$ cat config.mk
export PLATFORM = sky130hd
export DESIGN_NAME = ceag_access_gate
export DESIGN_NICKNAME = d
export VERILOG_FILES = /design/src/ceag_pkg.sv /design/src/ceag_buf.sv /design/src/ceag_selftest.sv /design/src/ceag_access_gate.sv
export SDC_FILE = /design/constraint.sdc
export NUM_CORES = 2
export LEC_CHECK = 0
export ABC_AREA = 0
export BUFFER_PORTS_ARGS = -buffer_cell sky130_fd_sc_hd__buf_2
export CAP_MARGIN = 20
export CELL_PAD_IN_SITES_DETAIL_PLACEMENT = 1
export CELL_PAD_IN_SITES_GLOBAL_PLACEMENT = 1
export CORE_UTILIZATION = 48
export DETAILED_ROUTE_END_ITERATION = 10
export HOLD_SLACK_MARGIN = 0.02
export PLACE_DENSITY_LB_ADDON = 0.1
export SKIP_LAST_GASP = 1
export SYNTH_ARGS = -nofsm -noshare
export SYNTH_HDL_FRONTEND = slang
export SYNTH_SLANG_ARGS = --single-unit
$ cat constraint.sdc
create_clock -name clk -period 3.43 [get_ports clk]
set_input_delay 0.1715 -clock clk [delete_from_list [all_inputs] [get_ports clk]]
set_output_delay 0.1715 -clock clk [all_outputs]
set_load 0.05 [all_outputs]
$ cat src/ceag_pkg.sv
// shared constants, types and the stand-in cipher transform of the access gate
package ceag_pkg;

    // --------
    // widths and sizes
    // --------
    localparam int DATA_W  = 32;
    localparam int SLOTS   = 4;
    localparam int SLOT_W  = 2;
    localparam int KWORDS  = 16;
    localparam int KIDX_W  = 4;
    localparam int KLEN_W  = 10;
    localparam int PIPE_W  = 2;
    localparam int HASH_W  = 256;
    localparam int BUF_DEPTH = 2;

    // --------
    // key sizes in bits
    // --------
    localparam logic [KLEN_W-1:0] AES_SHORT_BITS = 10'h080;
    localparam logic [KLEN_W-1:0] AES_LONG_BITS  = 10'h100;
    localparam logic [KLEN_W-1:0] TDES_BITS      = 10'h0c0;
    localparam logic [KLEN_W-1:0] HMAC_MIN_BITS  = 10'h070;
    localparam logic [KLEN_W-1:0] HMAC_MAX_BITS  = 10'h200;

    // --------
    // self-test vectors and reset values
    // --------
    localparam int          KAT_COUNT = 9;
    localparam logic [3:0]  KAT_LAST  = 4'h8;
    localparam logic [31:0] KAT_KEY   = 32'h5a3c_96e1;
    localparam logic [31:0] KAT_SEED  = 32'h0f1e_2d3c;
    localparam logic [31:0] KEY_RST   = 32'h0000_0000;
    localparam logic [KLEN_W-1:0] KLEN_RST = 10'h000;

    // --------
    // enumerations
    // --------
    typedef enum logic [3:0] {
        ALG_AES, ALG_TDES, ALG_SHA1, ALG_SHA256, ALG_HMAC1,
        ALG_HMAC256, ALG_CMAC, ALG_DES, ALG_AEAD
    } ceag_alg_e;

    typedef enum logic [2:0] {
        MODE_CBC, MODE_ECB, MODE_CTR, MODE_XTS, MODE_CCM, MODE_NONE
    } ceag_mode_e;

    typedef enum logic [2:0] {
        ERR_NONE, ERR_LOCKED, ERR_ROLE, ERR_NOTREADY,
        ERR_KEYSIZE, ERR_MODE, ERR_PIPE, ERR_AUTH
    } ceag_err_e;

    // --------
    // carriers
    // --------
    typedef struct packed {
        ceag_alg_e          alg;
        ceag_mode_e         mode;
        logic               dec;
        logic [SLOT_W-1:0]  slot;
        logic [PIPE_W-1:0]  pipe;
    } ceag_cmd_s;

    typedef struct packed {
        logic               officer_role;
        logic [SLOT_W-1:0]  slot;
        logic [KIDX_W-1:0]  idx;
        logic [KLEN_W-1:0]  len_bits;
        logic [DATA_W-1:0]  data;
    } ceag_keywr_s;

    typedef struct packed {
        logic [PIPE_W-1:0]  pipe;
        logic               last;
        logic [DATA_W-1:0]  data;
    } ceag_word_s;

    // stand-in for the cipher datapath: keyed, reversible, never identity
    function automatic logic [31:0] ceag_xform(input logic [31:0] key,
                                               input logic [31:0] din,
                                               input ceag_alg_e   alg,
                                               input logic        dec);
        logic [31:0] mix;
        logic [31:0] t;
        mix = {key[26:0], key[31:27]} ^ {28'h0000000, alg} ^ 32'h9e37_79b9;
        t   = din ^ mix;
        if (dec) begin
            t = {din[2:0], din[31:3]} ^ mix;
        end else begin
            t = {t[28:0], t[31:29]};
        end
        return t;
    endfunction : ceag_xform

endpackage : ceag_pkg

$ cat src/ceag_buf.sv
// two-entry output buffer with valid and ready on both sides
module ceag_buf #(
    parameter int W     = 35,
    parameter int DEPTH = 2
) (
    // clock and reset
    input  wire logic         clk,
    input  wire logic         rstn,
    // filling side
    input  wire logic         in_valid,
    input  wire logic [W-1:0] in_data,
    output logic              in_ready,
    // draining side
    output logic              out_valid,
    output logic [W-1:0]      out_data,
    input  wire logic         out_ready
);
    localparam int PW = (DEPTH > 2) ? $clog2(DEPTH) : 1;

    if (DEPTH < 2 || (DEPTH & (DEPTH - 1)) != 0) begin : g_chk
        $error("ceag_buf: DEPTH must be a power of two of at least 2");
    end

    logic [W-1:0]  mem_r [DEPTH];
    logic [PW-1:0] wr_ptr_r;
    logic [PW-1:0] rd_ptr_r;
    logic [PW:0]   cnt_r;
    logic [PW:0]   cnt_nxt;
    logic          push;
    logic          pop;

    assign push     = in_valid & in_ready;
    assign pop      = out_valid & out_ready;
    assign out_data = mem_r[rd_ptr_r];

    always_comb begin
        cnt_nxt = cnt_r;
        if (push && !pop) begin
            cnt_nxt = cnt_r + 1'b1;
        end else if (pop && !push) begin
            cnt_nxt = cnt_r - 1'b1;
        end
    end

    always_ff @(posedge clk or negedge rstn) begin
        if (!rstn) begin
            cnt_r     <= '0;
            in_ready  <= 1'b1;
            out_valid <= 1'b0;
        end else begin
            cnt_r     <= cnt_nxt;
            in_ready  <= (cnt_nxt != (PW+1)'(DEPTH));
            out_valid <= (cnt_nxt != '0);
        end
    end

    always_ff @(posedge clk or negedge rstn) begin
        if (!rstn) begin
            wr_ptr_r <= '0;
            rd_ptr_r <= '0;
        end else begin
            if (push) begin
                wr_ptr_r <= wr_ptr_r + 1'b1;
            end
            if (pop) begin
                rd_ptr_r <= rd_ptr_r + 1'b1;
            end
        end
    end

    always_ff @(posedge clk) begin
        if (push) begin
            mem_r[wr_ptr_r] <= in_data;
        end
    end

endmodule : ceag_buf

$ cat src/ceag_selftest.sv
// power-up known-answer test sequencer with lock on mismatch
module ceag_selftest (
    // clock and reset
    input  wire logic clk,
    input  wire logic rstn,
    // synchronised fault injection
    input  wire logic corrupt,
    // result
    output logic      testing,
    output logic      passed,
    output logic      locked
);
    import ceag_pkg::*;

    typedef enum logic [1:0] {KT_RUN, KT_PASS, KT_LOCK} ceag_kt_e;

    ceag_kt_e    state_r;
    logic [3:0]  idx_r;
    logic [31:0] pt;
    logic [31:0] ct;
    logic [31:0] back;
    logic        mismatch;

    // one round trip per algorithm slot in the enumeration
    always_comb begin
        pt       = KAT_SEED + {28'h0000000, idx_r};
        ct       = ceag_xform(KAT_KEY, pt, ceag_alg_e'(idx_r), 1'b0)
                   ^ {31'h00000000, corrupt};
        back     = ceag_xform(KAT_KEY, ct, ceag_alg_e'(idx_r), 1'b1);
        mismatch = (back != pt);
    end

    always_ff @(posedge clk or negedge rstn) begin
        if (!rstn) begin
            state_r <= KT_RUN;
            idx_r   <= 4'h0;
            testing <= 1'b1;
            passed  <= 1'b0;
            locked  <= 1'b0;
        end else begin
            case (state_r)
                KT_RUN: begin
                    if (mismatch) begin
                        state_r <= KT_LOCK;
                        testing <= 1'b0;
                        locked  <= 1'b1;
                    end else if (idx_r == KAT_LAST) begin
                        state_r <= KT_PASS;
                        testing <= 1'b0;
                        passed  <= 1'b1;
                    end else begin
                        idx_r <= idx_r + 4'h1;
                    end
                end
                KT_PASS: state_r <= KT_PASS;
                KT_LOCK: state_r <= KT_LOCK;
                default: state_r <= KT_LOCK;
            endcase
        end
    end

endmodule : ceag_selftest

$ cat src/ceag_access_gate.sv
// access gate shell of the crypto engine
module ceag_access_gate #(
    parameter int KEY_SLOTS = ceag_pkg::SLOTS
) (
    // clock and reset
    input  wire logic                      clk,
    input  wire logic                      rstn,
    // command request
    input  wire logic                      cmd_valid,
    input  wire ceag_pkg::ceag_cmd_s       cmd,
    output logic                           cmd_ready,
    // key load
    input  wire logic                      key_valid,
    input  wire ceag_pkg::ceag_keywr_s     key,
    // data input pipe
    input  wire logic                      in_valid,
    input  wire ceag_pkg::ceag_word_s      in_word,
    output logic                           in_ready,
    // data output pipe
    output logic                           out_valid,
    output ceag_pkg::ceag_word_s           out_word,
    input  wire logic                      out_ready,
    // read probe
    input  wire logic                      rd_valid,
    input  wire logic                      rd_secret,
    output logic                           rd_ack,
    output logic [ceag_pkg::DATA_W-1:0]    rd_data,
    // image key check
    input  wire logic                      auth_valid,
    input  wire logic [ceag_pkg::HASH_W-1:0] pubkey_hash,
    input  wire logic [ceag_pkg::HASH_W-1:0] otp_hash,
    output logic                           sig_go,
    // self-test fault pin
    input  wire logic                      kat_corrupt,
    // status
    output logic                           st_testing,
    output logic                           st_passed,
    output logic                           st_locked,
    output logic                           st_nonapproved,
    output ceag_pkg::ceag_err_e            err_code,
    output logic                           err_pulse
);
    import ceag_pkg::*;

    if (KEY_SLOTS < 1 || KEY_SLOTS > (1 << SLOT_W)) begin : g_chk
        $error("ceag_access_gate: bad KEY_SLOTS");
    end

    // --------
    // self-test
    // --------
    logic corrupt_s1_r;
    logic corrupt_s2_r;

    always_ff @(posedge clk or negedge rstn) begin
        if (!rstn) begin
            corrupt_s1_r <= 1'b0;
            corrupt_s2_r <= 1'b0;
        end else begin
            corrupt_s1_r <= kat_corrupt;
            corrupt_s2_r <= corrupt_s1_r;
        end
    end

    ceag_selftest u_kat (
        .clk     (clk),
        .rstn    (rstn),
        .corrupt (corrupt_s2_r),
        .testing (st_testing),
        .passed  (st_passed),
        .locked  (st_locked)
    );

    // --------
    // key store
    // --------
    logic [DATA_W-1:0] key_mem_r [KEY_SLOTS][KWORDS];
    logic [KLEN_W-1:0] key_len_r [KEY_SLOTS];
    logic              key_ok;
    ceag_err_e         key_err;

    always_comb begin
        key_err = ERR_NONE;
        if (st_locked) begin
            key_err = ERR_LOCKED;
        end else if (!st_passed) begin
            key_err = ERR_NOTREADY;
        end else if (!key.officer_role) begin
            key_err = ERR_ROLE;
        end else if (32'(key.slot) >= KEY_SLOTS) begin
            key_err = ERR_KEYSIZE;
        end
        key_ok = key_valid && (key_err == ERR_NONE);
    end

    // keys only enter here and only leave into the transform
    always_ff @(posedge clk or negedge rstn) begin
        if (!rstn) begin
            for (int s = 0; s < KEY_SLOTS; s++) begin
                key_len_r[s] <= KLEN_RST;
                for (int w = 0; w < KWORDS; w++) begin
                    key_mem_r[s][w] <= KEY_RST;
                end
            end
        end else if (key_ok) begin
            key_mem_r[key.slot][key.idx] <= key.data;
            key_len_r[key.slot]          <= key.len_bits;
        end
    end

    // --------
    // command check
    // --------
    logic [KLEN_W-1:0] klen;
    ceag_err_e         cmd_err;
    logic              cmd_na;
    logic              cmd_take;

    always_comb begin
        cmd_err = ERR_NONE;
        cmd_na  = 1'b0;
        klen    = (32'(cmd.slot) < KEY_SLOTS) ? key_len_r[cmd.slot] : KLEN_RST;
        case (cmd.alg)
            ALG_AES, ALG_CMAC: begin
                if (klen != AES_SHORT_BITS && klen != AES_LONG_BITS) begin
                    cmd_err = ERR_KEYSIZE;
                end else if (cmd.alg == ALG_AES && cmd.mode == MODE_NONE) begin
                    cmd_err = ERR_MODE;
                end
            end
            ALG_TDES: begin
                if (klen != TDES_BITS) begin
                    cmd_err = ERR_KEYSIZE;
                end else if (cmd.mode != MODE_CBC && cmd.mode != MODE_ECB) begin
                    cmd_err = ERR_MODE;
                end
            end
            ALG_HMAC1, ALG_HMAC256: begin
                if (klen > HMAC_MAX_BITS) begin
                    cmd_err = ERR_KEYSIZE;
                end else if (klen < HMAC_MIN_BITS) begin
                    cmd_na = 1'b1;
                end
            end
            ALG_DES, ALG_AEAD: cmd_na = 1'b1;
            ALG_SHA1, ALG_SHA256: cmd_err = ERR_NONE;
            default: cmd_err = ERR_MODE;
        endcase
        if (32'(cmd.slot) >= KEY_SLOTS) begin
            cmd_err = ERR_KEYSIZE;
        end
    end

    assign cmd_take = cmd_valid & cmd_ready;

    // --------
    // session
    // --------
    typedef enum logic {SES_IDLE, SES_RUN} ceag_ses_e;

    ceag_ses_e         ses_r;
    ceag_alg_e         ses_alg_r;
    logic              ses_dec_r;
    logic [SLOT_W-1:0] ses_slot_r;
    logic [PIPE_W-1:0] ses_pipe_r;
    logic [KIDX_W-1:0] widx_r;
    logic              in_take;
    logic              pipe_ok;
    logic              ses_end;

    assign in_take = in_valid & in_ready;
    assign pipe_ok = (in_word.pipe == ses_pipe_r);
    assign ses_end = in_take & pipe_ok & in_word.last;

    always_ff @(posedge clk or negedge rstn) begin
        if (!rstn) begin
            ses_r          <= SES_IDLE;
            ses_alg_r      <= ALG_AES;
            ses_dec_r      <= 1'b0;
            ses_slot_r     <= '0;
            ses_pipe_r     <= '0;
            st_nonapproved <= 1'b0;
        end else begin
            case (ses_r)
                SES_IDLE: begin
                    if (cmd_take && cmd_err == ERR_NONE) begin
                        ses_r          <= SES_RUN;
                        ses_alg_r      <= cmd.alg;
                        ses_dec_r      <= cmd.dec;
                        ses_slot_r     <= cmd.slot;
                        ses_pipe_r     <= cmd.pipe;
                        st_nonapproved <= cmd_na;
                    end
                end
                SES_RUN: begin
                    if (ses_end) begin
                        ses_r          <= SES_IDLE;
                        st_nonapproved <= 1'b0;
                    end
                end
                default: ses_r <= SES_IDLE;
            endcase
        end
    end

    always_ff @(posedge clk or negedge rstn) begin
        if (!rstn) begin
            widx_r <= '0;
        end else if (cmd_take) begin
            widx_r <= '0;
        end else if (in_take && pipe_ok) begin
            widx_r <= widx_r + 1'b1;
        end
    end

    // --------
    // datapath stage and output buffer
    // --------
    ceag_word_s stage_r;
    logic       stage_v_r;
    logic       stage_v_nxt;
    logic       buf_ready;
    logic       drain;

    assign drain = stage_v_r & buf_ready;

    always_comb begin
        stage_v_nxt = stage_v_r;
        if (in_take && pipe_ok) begin
            stage_v_nxt = 1'b1;
        end else if (drain) begin
            stage_v_nxt = 1'b0;
        end
    end

    always_ff @(posedge clk or negedge rstn) begin
        if (!rstn) begin
            stage_v_r <= 1'b0;
            stage_r   <= '0;
        end else begin
            stage_v_r <= stage_v_nxt;
            if (in_take && pipe_ok) begin
                stage_r.pipe <= ses_pipe_r;
                stage_r.last <= in_word.last;
                stage_r.data <= ceag_xform(key_mem_r[ses_slot_r][widx_r], in_word.data,
                                           ses_alg_r, ses_dec_r);
            end
        end
    end

    // in_ready only in a passed, unlocked session with a free stage; cmd_ready only when passed, unlocked and idle
    always_ff @(posedge clk or negedge rstn) begin
        if (!rstn) begin
            in_ready  <= 1'b0;
            cmd_ready <= 1'b0;
        end else begin
            in_ready  <= st_passed && !st_locked && !stage_v_nxt
                         && (ses_r == SES_RUN) && !ses_end && !in_take;
            cmd_ready <= st_passed && !st_locked
                         && (ses_r == SES_IDLE) && !cmd_take;
        end
    end

    ceag_buf #(
        .W     ($bits(ceag_word_s)),
        .DEPTH (BUF_DEPTH)
    ) u_buf (
        .clk       (clk),
        .rstn      (rstn),
        .in_valid  (stage_v_r),
        .in_data   (stage_r),
        .in_ready  (buf_ready),
        .out_valid (out_valid),
        .out_data  (out_word),
        .out_ready (out_ready)
    );

    // --------
    // read probe and image key check
    // --------
    always_ff @(posedge clk or negedge rstn) begin
        if (!rstn) begin
            rd_ack  <= 1'b0;
            rd_data <= '0;
        end else begin
            rd_ack  <= rd_valid;
            if (rd_valid && rd_secret) begin
                rd_data <= '0;
            end else if (rd_valid) begin
                rd_data <= {28'h0000000, st_nonapproved, st_locked,
                            st_passed, st_testing};
            end
        end
    end

    always_ff @(posedge clk or negedge rstn) begin
        if (!rstn) begin
            sig_go <= 1'b0;
        end else begin
            sig_go <= auth_valid && st_passed && (pubkey_hash == otp_hash);
        end
    end

    // --------
    // error report, codes only
    // --------
    ceag_err_e err_nxt;

    always_comb begin
        err_nxt = ERR_NONE;
        if (key_valid && key_err != ERR_NONE) begin
            err_nxt = key_err;
        end else if (cmd_take && cmd_err != ERR_NONE) begin
            err_nxt = cmd_err;
        end else if (in_take && !pipe_ok) begin
            err_nxt = ERR_PIPE;
        end else if (auth_valid && (!st_passed || pubkey_hash != otp_hash)) begin
            err_nxt = ERR_AUTH;
        end
    end

    always_ff @(posedge clk or negedge rstn) begin
        if (!rstn) begin
            err_code  <= ERR_NONE;
            err_pulse <= 1'b0;
        end else begin
            err_pulse <= (err_nxt != ERR_NONE);
            if (err_nxt != ERR_NONE) begin
                err_code <= err_nxt;
            end
        end
    end

endmodule : ceag_access_gate

==> reports/results.txt <==
Sequential element share of the synthesized area - 54.01%
Largest net degree at the start of global routing - 139
Antenna violations before repair - 138
Post-DP HPWL - 283500 µm
Final Max Tran Viols - 0
Post-route setup slack - 0.03147 ns
Synth Warn # - 0
Top FF cell, synth - dfrtp_1
Gate power share - 6.6%
Post-DR wirelength/cell - 38.94 µm
Cts bufs inserted - 233
Status - finished, final reports clean
Syn Inst Count - 6736
EDFF count, synth - 70
Io pins - 698
Die Ht - 468.2 µm
Slack of the worst reg-to-reg path - 0.03 ns
Initial core utilization - 48.47%
First-pass GRT wire length - 578100 µm
Lkg Pwr - 58.54 nW
Fraction of layout cells with a size suffix above 1 - 55.61%
CORE AREA - 0.2153 mm²
Yosys cell types - 71
Clock network power share - 46.6%
Post-synthesis average cell area - 15.49 µm²
Worst r2r src - ses_slot_r[0]
Total grt overflow - 0
Row count - 170
CP Launch Type - register
Post-synth ARST share - 96.87%
Worst R2R Path Depth - 11
CTS tree - done
Internal power - 43.24 mW
Synth-to-Final Area Change - 18.64%
RSZ-0062 raised after global routing - true
Routed Antenna Nets - 0
FF+latch count, synth - 2238
Max-slew headroom - 24.10%
Synth area leaders - dfrtp_1, mux2_2, mux4_2
Post-Route WL - 414200 µm
Hold_sp - kat_corrupt
Vias in the first global route - 71.37k
Hold Crit Depth - 2
Hold Vio Cnt, Final - 0
WP data required - 4.15 ns
Clk_lat worst skew - 0.90 ns
DR pass1 iterations - 5
Num Clock Sinks - 2238
Util after Layout - 57.50%
Root Driver - clkbuf_16
Worst setup EP type - register
CP Class - reg2reg
Detailed-route via count - 66.82k
Die area - 0.2192 mm²
P_sw - 13.69 mW
Layout net count - 8161
# H-tree levels - 4
Commonest non-fill, non-tap cell in the layout - dfrtp_1
Final RePlAce weighted congestion - 1.049
Commonest non-fill, non-tap cells in the layout - dfrtp_1, mux2_2, buf_2, mux4_2, clkbuf_16
Area of the mapped netlist - 0.1043 mm²
Place WS - -0.2015 ns
Sw Share - 24.05%
Max Fclk - 294.2 MHz
Die Width - 468.2 µm
Clock buffer depth - 3
Maximum VDD drop - 0.4774 mV
Minimum clock period - 3.399 ns
FF-to-FF End - stage_r[1]
DRT iter0 DRCs - 5867
Arrival @ worst endpoint - 4.12 ns
Number of max-cap violations - 0
I/O Buffers - 669
Crit share post-route - 99.08%
Fin Setup TNS - 0 ns
Power Dens Cells - 459.9 mW/mm²
Worst hold slack - 0.05989 ns
Number of remaining DRC errors - 0
Slew @ Worst Pin - 1.139 ns
Min-Delay Endpoint - corrupt_s1_r
Final Power - 56.93 mW
Setup Skew - 0.06272 ns
Final setup fails - 0
Worst Hold Class - in2reg
Flop pwr share - 46.8%
Vias/cell - 6.281
Maximum fanout along the worst path - 11
Share of the synthesized area in the top cell type - 51.95%
Leading area contributor after synthesis - dfrtp_1
Worst-path clk slew - 0.06 ns
Total track usage - 38.13%
[how the worst max path moves through the flow]
stage	start	endpoint
final	ses_slot_r[0]	stage_r[1]
after global routing	ses_slot_r[0]	stage_r[3]
after CTS	ses_slot_r[0]	stage_r[16]
after detailed placement	ses_slot_r[0]	stage_r[16]
after global placement	ses_slot_r[0]	stage_r[16]
after floorplan	u_kat.passed	key_mem_r[1013]
[cell families after synthesis]
family	Yosys count	share of synthesized area [%]
other	1	0.003594
AND/OR/NAND/NOR	444	2.193
AO/OA/AOI/OAI	291	1.992
flip-flops	2238	54.01
buffers and inverters	756	3.122
XOR/XNOR	217	1.835
multiplexers	2786	36.80
adder cells (fa/ha/maj)	3	0.03598
[stage by stage]
stage	std cells	cell area, µm²
after floorplan	6763	104400
after global placement	10010	113600
after detailed placement	10010	113600
after CTS	10510	122500
after global routing	10620	123700
final	10640	123800
[per-layer routing]
layer / GRT usage [%] / share of wire (%) / vias up
met5: 0 / 0.050 / -
met4: 17.26 / 4.8 / 30
met3: 11.83 / 8.6 / 774
met2: 56.02 / 45 / 2684
met1: 51.98 / 41 / 36730
li1: - / - / 26610
[Yosys cell counts, types with 29 or more instances]
| cell type | count |
|---|---|
| buf_1 | 95 |
| nor4_1 | 41 |
| nand2b_1 | 38 |
| a22oi_1 | 87 |
| nor2_1 | 95 |
| mux2_1 | 33 |
| a21oi_1 | 30 |
| dfrtp_1 | 2166 |
| nand4_1 | 31 |
| mux2i_1 | 29 |
| buf_2 | 128 |
| clkbuf_1 | 360 |
| xnor2_1 | 103 |
| buf_4 | 47 |
| o22ai_1 | 45 |
| mux4_2 | 623 |
| inv_1 | 114 |
| nor2b_1 | 59 |
| nand2_1 | 105 |
| edfxtp_1 | 70 |
| mux2_2 | 2091 |
| xor2_1 | 113 |
[cell type report]
cell class / instances / area, µm²
Timing Repair Buffer: 1183 / 9756
Tap cell: 2838 / 3551
Antenna cell: 61 / 152.6
Clock inverter: 85 / 1195
Multi-Input combinational cell: 3769 / 45400
Fill cell: 19660 / 91480
Sequential cell: 2238 / 56370
Clock buffer: 350 / 6924
Inverter: 115 / 431.7
[power by group through the flow]
stage | sequential [mW] | combinational [mW] | clock [mW]
floorplan | 27.1 | 1.40 | 0
global placement | 27.1 | 3.37 | 0
detailed placement | 27.1 | 3.41 | 0
CTS | 26.6 | 3.53 | 26.9
global route | 26.6 | 3.96 | 27.9
finish | 26.6 | 3.77 | 26.5
[critical path, stage by stage, from the launching register on]
cell and delay [ns]:
dfrtp_4 0.55, buf_12 0.21, buf_4 0.17, clkbuf_16 0.21, mux4_2 0.52, mux4_2 0.51
mux2i_1 0.15, buf_4 0.17, a2bb2oi_1 0.10, xor2_1 0.29, xnor2_1 0.21, a21oi_1 0.11
[registers in the layout, summed over array words and instances (netlist names), 3 cells and up]
signal / cells
key_mem_r: 2048
u_buf.mem_r: 70
key_len_r: 40
stage_r: 35
rd_data: 4
ses_alg_r: 4
u_kat.idx_r: 4
widx_r: 4
err_code: 3
[timing repair]
action                     4_1_cts  5_1_grt
gates resized for setup          8       36
hold endpoints to repair       944      689
setup buffers                    0       17
setup endpoints to repair        9       30
pin swaps                        0        2
gates cloned                     0        5
hold buffers                    71       22
Note: power is estimated with default switching activity, not from simulation.
